`src/design/ihm_pkg.sv`:
```
// package for the two-wire host master: bus carriers, register map, codes, timing
// assumes a single 100 MHz clock and an Avalon-MM register master
package ihm_pkg;
  localparam int AW = 6;                       // byte address width of the register window
  localparam int CLK_PERIOD_PS = 10000;        // 100 MHz clock period
  localparam int FREQ_BASE_KHZ = 8000;         // bus kHz = base / (high + low counts)
  localparam int UNIT_PS = 1000000000 / FREQ_BASE_KHZ; // one scl count, 125 ns
  localparam int ACC_W = 17;                   // fractional tick accumulator width
  localparam logic [ACC_W-1:0] ACC_STEP = ACC_W'(CLK_PERIOD_PS);
  localparam logic [ACC_W-1:0] ACC_WRAP = ACC_W'(UNIT_PS);
  localparam int US_PS = 1000000;              // one microsecond in ps
  localparam logic [6:0] US_CYC = 7'(US_PS / CLK_PERIOD_PS); // cycles per microsecond
  localparam int PROG_RST_MS = 5;              // default eeprom programming wait
  localparam logic [15:0] PROG_RST = 16'(PROG_RST_MS * 1000); // same, in microseconds
  localparam logic [7:0] SCL_MIN = 8'h03;      // least high or low count
  localparam logic [7:0] SCL_MAX = 8'hFF;      // count register ceiling
  localparam logic [7:0] SCLH_RST = 8'h14;     // 200 kHz, even duty after reset
  localparam logic [7:0] SCLL_RST = 8'h14;
  localparam logic [7:0] PAGE_RST = 8'h08;     // safe page size when target is unknown
  localparam logic [15:0] FREQ_RST = 16'h00C8; // 200 kHz shown after reset
  // register byte offsets
  localparam logic [AW-1:0] REG_CTRL = 6'h00;
  localparam logic [AW-1:0] REG_STAT = 6'h04;
  localparam logic [AW-1:0] REG_SLV  = 6'h08;
  localparam logic [AW-1:0] REG_OFF  = 6'h0C;
  localparam logic [AW-1:0] REG_LEN  = 6'h10;
  localparam logic [AW-1:0] REG_PAGE = 6'h14;
  localparam logic [AW-1:0] REG_SCLH = 6'h18;
  localparam logic [AW-1:0] REG_SCLL = 6'h1C;
  localparam logic [AW-1:0] REG_FREQ = 6'h20;
  localparam logic [AW-1:0] REG_WDAT = 6'h24;
  localparam logic [AW-1:0] REG_RDAT = 6'h28;
  localparam logic [AW-1:0] REG_PROG = 6'h2C;
  // field positions
  localparam int CTRL_GO = 0;                  // write 1 to start a transfer
  localparam int CTRL_RD = 1;                  // 1 = single byte read, 0 = write
  localparam int CTRL_IGN = 2;                 // keep sending after a missing acknowledge
  localparam int CTRL_PGEN = 3;                // split writes into eeprom pages
  localparam int STAT_BUSY = 0;
  localparam int STAT_RES = 4;                 // three-bit result code
  // avalon request and answer
  typedef struct packed {
    logic            read;
    logic            write;
    logic [AW-1:0]   address;
    logic [31:0]     writedata;
  } ihm_avs_req_t;
  typedef struct packed {
    logic            waitrequest;
    logic [31:0]     readdata;
  } ihm_avs_rsp_t;
  // open-drain pins
  typedef struct packed {
    logic scl;
    logic sda;
  } ihm_pin_in_t;
  typedef struct packed {
    logic scl_o;
    logic scl_oe;
    logic sda_o;
    logic sda_oe;
  } ihm_pin_out_t;
  // bit engine commands
  typedef enum logic [2:0] {
    BOP_START = 3'h1,
    BOP_STOP  = 3'h2,
    BOP_BIT   = 3'h4
  } ihm_bop_t;
  typedef struct packed {
    logic      valid;
    ihm_bop_t  op;
    logic      bitv;
  } ihm_bcmd_t;
  // transfer results
  typedef enum logic [2:0] {
    RES_OK        = 3'h0,
    RES_ADDR_NACK = 3'h1,
    RES_DATA_NACK = 3'h2,
    RES_RDACK_BAD = 3'h3,
    RES_SDA_LOW   = 3'h4,
    RES_SCL_LOW   = 3'h5
  } ihm_res_t;
endpackage

```
`src/design/ihm_bit.sv`:
```
// bit engine: start, stop and single clocked bits on the open-drain pair
// assumes pins are synchronous to clk and scl counts are at least the minimum
`timescale 1ns/100ps
module ihm_bit
(
  input  wire logic                 clk,
  input  wire logic                 arst_n,
  input  wire logic [7:0]           hi_cnt,
  input  wire logic [7:0]           lo_cnt,
  input  wire ihm_pkg::ihm_bcmd_t   cmd,
  output logic                      rdy,
  output logic                      done,
  output logic                      rx,
  input  wire ihm_pkg::ihm_pin_in_t pin_i,
  output ihm_pkg::ihm_pin_out_t     pin_o
);
  import ihm_pkg::*;

  typedef enum logic [3:0] {
    B_IDLE = 4'h1,
    B_LOW  = 4'h2,
    B_HIGH = 4'h4,
    B_HOLD = 4'h8
  } ihm_bst_t;

  typedef struct packed {
    ihm_bst_t        st;
    ihm_bop_t        op;
    logic [ACC_W-1:0] acc;   // 125 ns count from a 10 ns clock, no drift
    logic [7:0]      cnt;
    logic            scl_oe;
    logic            sda_oe;
    logic            done;
    logic            rx;
  } ihm_bstate_t;

  ihm_bstate_t q;           // registered state
  ihm_bstate_t n;           // next state
  logic        tick;        // one scl count elapsed

  // next state: low, high and hold phases advance on count ticks only; idle leaves on a command
  always_comb
  begin
    n = q;
    n.done = 1'b0;
    tick = (q.acc + ACC_STEP) >= ACC_WRAP;
    n.acc = tick ? q.acc + ACC_STEP - ACC_WRAP : q.acc + ACC_STEP;
    unique case (q.st)
      B_IDLE:
      begin
        if (cmd.valid)
        begin
          // sda is set up here, while scl is low or idle high; start and stop move it again in B_HIGH
          n.op = cmd.op;
          n.sda_oe = (cmd.op == BOP_STOP) | ((cmd.op == BOP_BIT) & ~cmd.bitv);
          n.cnt = lo_cnt;
          n.st = B_LOW;
        end
      end
      B_LOW:
      begin
        if (tick)
        begin
          if (q.cnt == 8'h00)
          begin
            n.scl_oe = 1'b0;
            n.cnt = hi_cnt;
            n.st = B_HIGH;
          end
          else
            n.cnt = q.cnt - 8'h01;
        end
      end
      B_HIGH:
      begin
        // a slave holding scl low stretches the high time
        if (tick & pin_i.scl)
        begin
          if (q.cnt == 8'h00)
          begin
            n.cnt = hi_cnt;
            unique case (q.op)
              BOP_START:
              begin
                n.sda_oe = 1'b1;
                n.st = B_HOLD;
              end
              BOP_STOP:
              begin
                n.sda_oe = 1'b0;
                n.st = B_HOLD;
              end
              BOP_BIT:
              begin
                n.rx = pin_i.sda;
                n.scl_oe = 1'b1;
                n.done = 1'b1;
                n.st = B_IDLE;
              end
            endcase
          end
          else
            n.cnt = q.cnt - 8'h01;
        end
      end
      B_HOLD:
      begin
        // after a stop this is the idle time before the bus counts as free
        if (tick)
        begin
          if (q.cnt == 8'h00)
          begin
            n.scl_oe = (q.op == BOP_START);
            n.done = 1'b1;
            n.st = B_IDLE;
          end
          else
            n.cnt = q.cnt - 8'h01;
        end
      end
    endcase
  end

  // state register
  always_ff @(posedge clk or negedge arst_n)
  begin
    if (!arst_n)
      q <= '{st: B_IDLE, op: BOP_STOP, default: '0};
    else
      q <= n;
  end

  assign rdy = (q.st == B_IDLE);
  assign done = q.done;
  assign rx = q.rx;
  assign pin_o = '{scl_o: 1'b0, scl_oe: q.scl_oe, sda_o: 1'b0, sda_oe: q.sda_oe};
endmodule

```
`src/design/ihm_top.sv`:
```
// two-wire host master with an avalon-mm register window
// assumes pins synchronous to REF_CLK; the wire level is resolved outside from the enables
//
// The Avalon-MM interface to the registers and the placing of the registers were left to the implementer.
`timescale 1ns/100ps
// Contract
// - master alone makes start, clocks, stop
// - ninth clock carries receiver acknowledge
// - sda steady while scl high, sampled then
// - start: sda falls while scl high
// - stop: sda rises while scl high
// - bus busy from start until idle after stop
// - first byte: seven address bits, direction last
// - direction 0 write, 1 read
// - address nack: stop, report address result
// - data nack: stop, report data result
// - last read byte nacked; low sda reported
// - check both lines high before start
// - separate high and low counts set frequency
// - each count at least three
// - requested frequency rounds to nearest setting
// - ignore-acknowledge option keeps sending
// - stop after each page, wait programming time
// - page length configurable up to 128
// - read: address, offset, repeated start, read
// - write: address, offset, data in one transfer
module ihm_top
#(
  parameter int DEPTH = 128              // write buffer bytes, also the largest page
)
(
  input  wire logic                  REF_CLK,
  input  wire logic                  ARST_N,
  input  wire ihm_pkg::ihm_avs_req_t AVS_REQ,
  output ihm_pkg::ihm_avs_rsp_t      AVS_RSP,
  input  wire ihm_pkg::ihm_pin_in_t  PIN_I,
  output ihm_pkg::ihm_pin_out_t      PIN_O
);
  import ihm_pkg::*;

  localparam int IW = $clog2(DEPTH);     // buffer index width

  typedef enum logic [6:0] {
    M_IDLE = 7'h01,
    M_CHK  = 7'h02,
    M_STA  = 7'h04,
    M_TXB  = 7'h08,
    M_RXB  = 7'h10,
    M_STO  = 7'h20,
    M_PROG = 7'h40
  } ihm_mst_t;

  typedef enum logic [3:0] {
    K_AW  = 4'h1,                        // address, write direction
    K_SUB = 4'h2,                        // register offset
    K_DAT = 4'h4,                        // data byte
    K_AR  = 4'h8                         // address, read direction
  } ihm_kind_t;

  typedef struct packed {
    logic                   ack;         // bus access answered this cycle
    logic [31:0]            rdata;       // read data held for the answer cycle
    ihm_mst_t               st;
    ihm_kind_t              kind;
    logic                   wt;          // bit command outstanding
    logic [3:0]             bitn;        // bit within byte, 8 = acknowledge slot
    logic [7:0]             sh;          // byte shift register
    logic                   rd;
    logic                   ign;
    logic                   pgen;
    logic [7:0]             slv;
    logic [7:0]             off;
    logic [7:0]             len;
    logic [7:0]             page;
    logic [7:0]             sclh;
    logic [7:0]             scll;
    logic [15:0]            freq;
    logic [15:0]            prog;
    logic [IW-1:0]          wptr;
    logic [IW-1:0]          idx;
    logic [7:0]             left;
    logic [7:0]             pg;
    logic                   fin;         // stop ends the transfer
    ihm_res_t               res;
    logic [7:0]             rxd;
    logic [15:0]            tus;
    logic [6:0]             pre;
    logic [DEPTH-1:0][7:0]  mem;
  } ihm_mstate_t;

  ihm_mstate_t q;                        // registered state
  ihm_mstate_t n;                        // next state
  ihm_bcmd_t   bc;                       // command to the bit engine
  logic        brdy;                     // bit engine idle
  logic        bdone;                    // bit engine finished a command
  logic        brx;                      // sampled sda of the last bit
  logic        req;                      // avalon access pending
  logic        wr_go;                    // accepted write this cycle
  logic [31:0] rv;                       // read mux
  logic [15:0] fsum;                     // rounded high plus low counts
  logic        nack;                     // acknowledge slot saw sda high

  // clamp a count into the legal range
  function automatic logic [7:0] ihm_clamp(input logic [15:0] v);
    if (v < 16'(SCL_MIN))
      return SCL_MIN;
    else if (v > 16'(SCL_MAX))
      return SCL_MAX;
    else
      return v[7:0];
  endfunction

  // outgoing address byte: seven address bits then the direction
  function automatic logic [7:0] ihm_abyte(input logic [7:0] a, input logic r);
    return {a[7:1], r};
  endfunction

  assign req = AVS_REQ.read | AVS_REQ.write;
  assign wr_go = AVS_REQ.write & q.ack;

  // register read mux; unmapped offsets read zero
  always_comb
  begin
    rv = '0;
    case (AVS_REQ.address)
      REG_CTRL:
      begin
        rv[CTRL_RD] = q.rd;
        rv[CTRL_IGN] = q.ign;
        rv[CTRL_PGEN] = q.pgen;
      end
      REG_STAT:
      begin
        rv[STAT_BUSY] = (q.st != M_IDLE);
        rv[STAT_RES +: 3] = q.res;
      end
      REG_SLV:  rv[7:0] = q.slv;
      REG_OFF:  rv[7:0] = q.off;
      REG_LEN:  rv[7:0] = q.len;
      REG_PAGE: rv[7:0] = q.page;
      REG_SCLH: rv[7:0] = q.sclh;
      REG_SCLL: rv[7:0] = q.scll;
      REG_FREQ: rv[15:0] = q.freq;
      REG_RDAT: rv[7:0] = q.rxd;
      REG_PROG: rv[15:0] = q.prog;
      default:  rv = '0;
    endcase
  end

  // nearest count sum for a requested frequency in kHz
  always_comb
  begin
    fsum = 16'hFFFF;
    if (AVS_REQ.writedata[15:0] != 16'h0000)
      fsum = 16'((FREQ_BASE_KHZ + 32'(AVS_REQ.writedata[15:1])) /
                 32'(AVS_REQ.writedata[15:0]));
  end

  // next state: bus slave, configuration and transfer sequencer
  always_comb
  begin
    n = q;
    bc = '{valid: 1'b0, op: BOP_BIT, bitv: 1'b1};
    nack = brx;
    // one wait cycle per access; read data is registered
    n.ack = req & ~q.ack;
    if (req & ~q.ack)
      n.rdata = rv;
    if (wr_go)
    begin
      case (AVS_REQ.address)
        REG_CTRL:
        begin
          n.rd = AVS_REQ.writedata[CTRL_RD];
          n.ign = AVS_REQ.writedata[CTRL_IGN];
          n.pgen = AVS_REQ.writedata[CTRL_PGEN];
        end
        REG_SLV:  n.slv = AVS_REQ.writedata[7:0];
        REG_OFF:  n.off = AVS_REQ.writedata[7:0];
        REG_LEN:  n.len = AVS_REQ.writedata[7:0];
        REG_PAGE:
        begin
          // zero or oversize pages fall back to the buffer size
          if ((AVS_REQ.writedata[7:0] == 8'h00) || (32'(AVS_REQ.writedata[7:0]) > DEPTH))
            n.page = 8'(DEPTH);
          else
            n.page = AVS_REQ.writedata[7:0];
        end
        REG_SCLH: n.sclh = ihm_clamp({8'h00, AVS_REQ.writedata[7:0]});
        REG_SCLL: n.scll = ihm_clamp({8'h00, AVS_REQ.writedata[7:0]});
        REG_FREQ:
        begin
          if (AVS_REQ.writedata[15:0] != 16'h0000)
          begin
            n.freq = AVS_REQ.writedata[15:0];
            n.sclh = ihm_clamp({1'b0, fsum[15:1]});
            n.scll = ihm_clamp(fsum - {1'b0, fsum[15:1]});
          end
        end
        REG_WDAT:
        begin
          n.mem[q.wptr] = AVS_REQ.writedata[7:0];
          n.wptr = q.wptr + IW'(1);
        end
        REG_PROG: n.prog = AVS_REQ.writedata[15:0];
        default:  n.len = q.len;
      endcase
    end
    // bit commands: one at a time, wait for done
    bc.valid = ~q.wt & ((q.st == M_STA) | (q.st == M_TXB) | (q.st == M_RXB) | (q.st == M_STO));
    unique case (q.st)
      M_STA:   bc.op = BOP_START;
      M_STO:   bc.op = BOP_STOP;
      M_TXB:   bc.bitv = (q.bitn == 4'h8) ? 1'b1 : q.sh[7];
      default: bc.bitv = 1'b1;  // read bits and the final nack release sda
    endcase
    if (bc.valid & brdy)
      n.wt = 1'b1;
    if (bdone)
      n.wt = 1'b0;
    unique case (q.st)
      M_IDLE:
      begin
        // a start request while busy is ignored
        if (wr_go && (AVS_REQ.address == REG_CTRL) && AVS_REQ.writedata[CTRL_GO])
        begin
          n.st = M_CHK;
          n.wptr = '0;
          n.idx = '0;
          n.pg = 8'h00;
          n.left = (q.len == 8'h00) ? 8'h01 : q.len;
          n.kind = K_AW;
          n.fin = 1'b0;
        end
      end
      M_CHK:
      begin
        if (!PIN_I.sda)
        begin
          n.res = RES_SDA_LOW;
          n.st = M_IDLE;
        end
        else if (!PIN_I.scl)
        begin
          n.res = RES_SCL_LOW;
          n.st = M_IDLE;
        end
        else
        begin
          n.res = RES_OK;
          n.st = M_STA;
        end
      end
      M_STA:
      begin
        if (bdone)
        begin
          // after a repeated start the read address follows
          n.sh = ihm_abyte(q.slv, q.kind == K_AR);
          n.bitn = 4'h0;
          n.st = M_TXB;
        end
      end
      M_TXB:
      begin
        if (bdone && (q.bitn != 4'h8))
        begin
          n.sh = {q.sh[6:0], 1'b0};
          n.bitn = q.bitn + 4'h1;
        end
        else if (bdone)
        begin
          n.bitn = 4'h0;
          if (nack & ~q.ign)
          begin
            n.fin = 1'b1;
            n.st = M_STO;
            if ((q.kind == K_AW) || (q.kind == K_AR))
              n.res = RES_ADDR_NACK;
            else
              n.res = RES_DATA_NACK;
          end
          else
          begin
            unique case (q.kind)
              K_AW:
              begin
                n.kind = K_SUB;
                n.sh = q.off;
              end
              K_SUB:
              begin
                if (q.rd)
                begin
                  n.kind = K_AR;
                  n.st = M_STA;
                end
                else
                begin
                  n.kind = K_DAT;
                  n.sh = q.mem[q.idx];
                end
              end
              K_AR:
                n.st = M_RXB;
              K_DAT:
              begin
                n.idx = q.idx + IW'(1);
                n.off = q.off + 8'h01;
                n.pg = q.pg + 8'h01;
                n.left = q.left - 8'h01;
                n.sh = q.mem[q.idx + IW'(1)];
                if (q.left == 8'h01)
                begin
                  n.fin = 1'b1;
                  n.st = M_STO;
                end
                else if (q.pgen && ((q.pg + 8'h01) == q.page))
                  n.st = M_STO;
              end
            endcase
          end
        end
      end
      M_RXB:
      begin
        if (bdone && (q.bitn != 4'h8))
        begin
          n.sh = {q.sh[6:0], brx};
          n.bitn = q.bitn + 4'h1;
        end
        else if (bdone)
        begin
          n.bitn = 4'h0;
          n.rxd = q.sh;
          n.fin = 1'b1;
          if (!brx)
            n.res = RES_RDACK_BAD;
          n.st = M_STO;
        end
      end
      M_STO:
      begin
        if (bdone && q.fin)
          n.st = M_IDLE;
        else if (bdone)
        begin
          // the eeprom would not answer its address before this ends
          n.tus = q.prog;
          n.pre = US_CYC - 7'h01;
          n.st = M_PROG;
        end
      end
      M_PROG:
      begin
        if (q.pre != 7'h00)
          n.pre = q.pre - 7'h01;
        else if (q.tus == 16'h0000)
        begin
          n.pg = 8'h00;
          n.kind = K_AW;
          n.st = M_STA;
        end
        else
        begin
          n.pre = US_CYC - 7'h01;
          n.tus = q.tus - 16'h0001;
        end
      end
      default:
        n.st = M_IDLE;
    endcase
  end

  // state register
  always_ff @(posedge REF_CLK or negedge ARST_N)
  begin
    if (!ARST_N)
      q <= '{st: M_IDLE, kind: K_AW, res: RES_OK, sclh: SCLH_RST, scll: SCLL_RST,
             page: PAGE_RST, freq: FREQ_RST, prog: PROG_RST, default: '0};
    else
      q <= n;
  end

  // bit engine shares the programmed counts
  ihm_bit u_bit (
    .clk    (REF_CLK),
    .arst_n (ARST_N),
    .hi_cnt (q.sclh),
    .lo_cnt (q.scll),
    .cmd    (bc),
    .rdy    (brdy),
    .done   (bdone),
    .rx     (brx),
    .pin_i  (PIN_I),
    .pin_o  (PIN_O)
  );

  assign AVS_RSP = '{waitrequest: req & ~q.ack, readdata: q.rdata};
endmodule

```
`config.mk`:
```
export PLATFORM = sky130hd
export DESIGN_NAME = ihm_top
export DESIGN_NICKNAME = d
export VERILOG_FILES = /design/src/design/ihm_pkg.sv /design/src/design/ihm_bit.sv /design/src/design/ihm_top.sv
export SDC_FILE = /design/constraint.sdc
export NUM_CORES = 2
export LEC_CHECK = 0
export BUFFER_PORTS_ARGS = -buffer_cell sky130_fd_sc_hd__buf_2
export CAP_MARGIN = 10
export CELL_PAD_IN_SITES_DETAIL_PLACEMENT = 0
export CELL_PAD_IN_SITES_GLOBAL_PLACEMENT = 1
export CORE_MARGIN = 10
export CORE_UTILIZATION = 37
export DETAILED_ROUTE_END_ITERATION = 7
export PLACE_DENSITY = 0.7
export SLEW_MARGIN = 40
export SYNTH_ARGS = -nofsm -noshare
export SYNTH_HDL_FRONTEND = slang
export SYNTH_SLANG_ARGS = --single-unit
```
`constraint.sdc`:
```
create_clock -name REF_CLK -period 4.29 [get_ports REF_CLK]
set_clock_uncertainty 0.2 [all_clocks]
set_input_delay 0.2145 -clock REF_CLK [delete_from_list [all_inputs] [get_ports REF_CLK]]
set_output_delay 0.2145 -clock REF_CLK [all_outputs]
set_load 0.01 [all_outputs]
```
==> out/results.txt <==
Worst Hold Class: in2async
Violated checks: design-rule violations, negative setup slack
Largest net degree at the start of global routing: 122
Ports: 81
Post-route ant nets: 0
Vias per std cell: 5.79
First-pass GRT wire length: 486 mm
Num rows: 178
Max-cap viol count: 0
Min cycle time layout: 80.99 ns
Layout Cells excl Fill: 13615
Number of synthesized flops with an enable pin: 0
Drt first pass iters: 8
Initial antenna violation count: 9
TritonCTS clock tree: built
Placeable Area: 0.235 mm²
CTS max path bufs: 3
Clock sink count: 1246
Chip height: 507 µm
Worst Setup Path Type: in2reg
Placed instance count: 12833
Worst Path Arrival: 81.46 ns
DPL Wire Length: 223 mm
Post-synth ARST share: 100%
Most frequent CP cell: o21a_1
Final Hold Viols: 0
Post-layout util: 48.9%
Rel. slew slack: 30.5%
Sequential share of the synthesized area: 35.6%
Die width: 507 µm
Cells after synthesis: 8457
R2r startpoint: q[1076]
CP required: 4.76 ns
Mapped cell area: 0.0876 mm²
H-tree Lvls: 4
CP max stage delay: 0.60 ns
Critical path fanouts, max: 17
Seq cells post-synth: 1246
Final Wtd Congestion: 0.898
Achievable Freq: 12.3 MHz
Crit start category: input pin
Via count: 78767
Layout cells sized above 1: 40.6%
Distinct cells, synth: 116
Slew @ Worst Pin: 1.04 ns
Bufs and invs on worst path: 87
# setup viols final: 17
GRT overflow: 0
Largest delay share family, worst path: compound AO/OA/AOI/OAI gates
Top_reg_cell synth: dfrtp_1
Avg WL per Cell: 23.5 µm
DRC violations left: 3
Final Cycle Share: 1890%
Cell taking the most area after synthesis: dfrtp_1
RSZ-0062 raised after global routing: yes
Post-synth top area share: 35.1%
Worst Setup End Kind: register
Clock slew at reported path FFs: 0.06 ns
Crit path from: AVS_REQ[12]
Final Worst Setup Slack: -76.70 ns
Clk root buf: clkbuf_16
CP max stage cell: o311ai_1
Status: finished, violations left
Ranking of synthesized cells by area: dfrtp_1 35%, mux4_2 17%, mux2_2 7.2%
Synth-to-Final Area Change: 31.4%
Starting Density: 37.2%
Synth warn: 0
Vias in the first global route: 79068
GRT Total Usage: 24.0%
1st-iter DRT viols: 6623
Mean post-synth cell area: 10.4 µm²
PortBufs: 46
Final slew viol count: 0
Final wirelength: 320 mm
Worst-Skew Late Latency: 0.79 ns
Die ar.: 0.257 mm²
Nets: 10853
Total CTS buffers: 133
area by class of cell:
| cell class | instances | area [µm²] |
|---|---|---|
| antenna | 3 | 7.51 |
| clock buffer | 198 | 3850 |
| clock inverter | 40 | 499 |
| fill | 21201 | 120000 |
| inverter | 132 | 518 |
| multi-input combinational | 6571 | 57100 |
| sequential | 1246 | 31200 |
| tap | 3150 | 3940 |
| timing repair buffer | 2275 | 18100 |
cells in the final DEF (no fill, tap or decap), types with 44 or more instances in the layout:
master,instances
dfrtp_1,1225
ha_1,383
nand2_1,1170
buf_12,51
inv_1,116
buf_4,2083
o211ai_1,47
nor2_1,435
a31oi_1,57
and2_1,47
buf_6,68
o21ai_0,820
nor3_1,250
a21o_1,94
xor2_1,92
nand2b_1,44
o31ai_1,120
xnor2_1,134
ha_4,58
mux4_2,656
o21a_1,189
nand3_1,100
a21oi_1,216
a21oi_2,62
clkbuf_16,140
mux2_2,547
cell usage after synthesis (63+ instances only):
cell type / count
inv_1: 132
dfrtp_1: 1229
o21ai_0: 881
xnor2_1: 137
a21o_1: 95
mux4_2: 656
a31oi_1: 63
o31ai_1: 139
a21oi_1: 293
nand2_1: 1200
nor2_1: 480
xor2_1: 97
o21a_1: 193
clkbuf_1: 413
ha_1: 449
buf_1: 70
mux2_2: 564
nor3_1: 270
nand3_1: 110
repair_timing:
item | 4_1_cts | 5_1_grt
pin swaps | 208 | 206
resized for setup | 221 | 252
hold buffers | 29 | 0
gates cloned | 3 | 3
setup endpoints to repair | 23 | 36
setup buffers | 382 | 126
hold endpoints to repair | 1258 | 0
cell families after synthesis:
| logic type | after synthesis | share of synthesized area, % |
|---|---|---|
| AOI/OAI and AO/OA | 2081 | 14.9 |
| xor gates and xnor gates | 234 | 2.34 |
| adders and majority gates | 453 | 6.47 |
| buffers and inverters | 676 | 3.13 |
| DFF | 1246 | 35.6 |
| muxes | 1267 | 24.7 |
| other | 1 | 0.00428 |
| and+or+nand+nor | 2499 | 12.8 |
worst min-delay path: stages:
cell	delay, ns
dlygate4sd3_1	0.59
buf_12	0.26
buf_16	0.32
metal layers:
metal | GRT usage, % | share of wire [%] | vias up
met5 | 0 | 0.014 | -
met4 | 9.86 | 4.6 | 6
li1 | - | - | 35527
met3 | 3.74 | 6.6 | 761
met1 | 31.0 | 41 | 39596
met2 | 40.3 | 48 | 2877
sequential cells by signal, indices dropped and copies added, names as in the netlist:
name,count
AVS_RSP,16
u_bit.done,1
u_bit.pin_o,2
u_bit.rx,1
u_bit.q,29
q,1197
worst paths after layout:
| check | endpoint | slack (ns) | depth (start not counted) |
|---|---|---|---|
| hold reg to reg | AVS_RSP[14] | 0.27 | 2 |
| max in group asynchronous | AVS_RSP[10] | 3.09 | 3 |
| min in group REF_CLK | q[1154] | 0.04 | 6 |
| setup reg to reg | q[1173] | -0.02 | 13 |
| setup / recovery | q[1121] | -76.70 | 461 |
| hold / removal | q[74] | 0.04 | 3 |
stage by stage:
stage                     hold slack (ns)  setup slack [ns]  setup TNS (ns)  area, µm²
final                              0.0438            -76.70        -1187.56     115000
after detailed placement           0.0459            -79.13        -1227.74     104000
after floorplan                    -0.281            -79.86        -1238.24      89100
after global placement             0.0479            -77.67        -1205.34     104000
after CTS                         0.00246            -75.30        -1167.32     113000
after global routing               0.0566            -80.79        -1249.83     115000
Power is not shown: default switching activity piles up to over one toggle a cycle in this logic, so the estimate is an artifact.
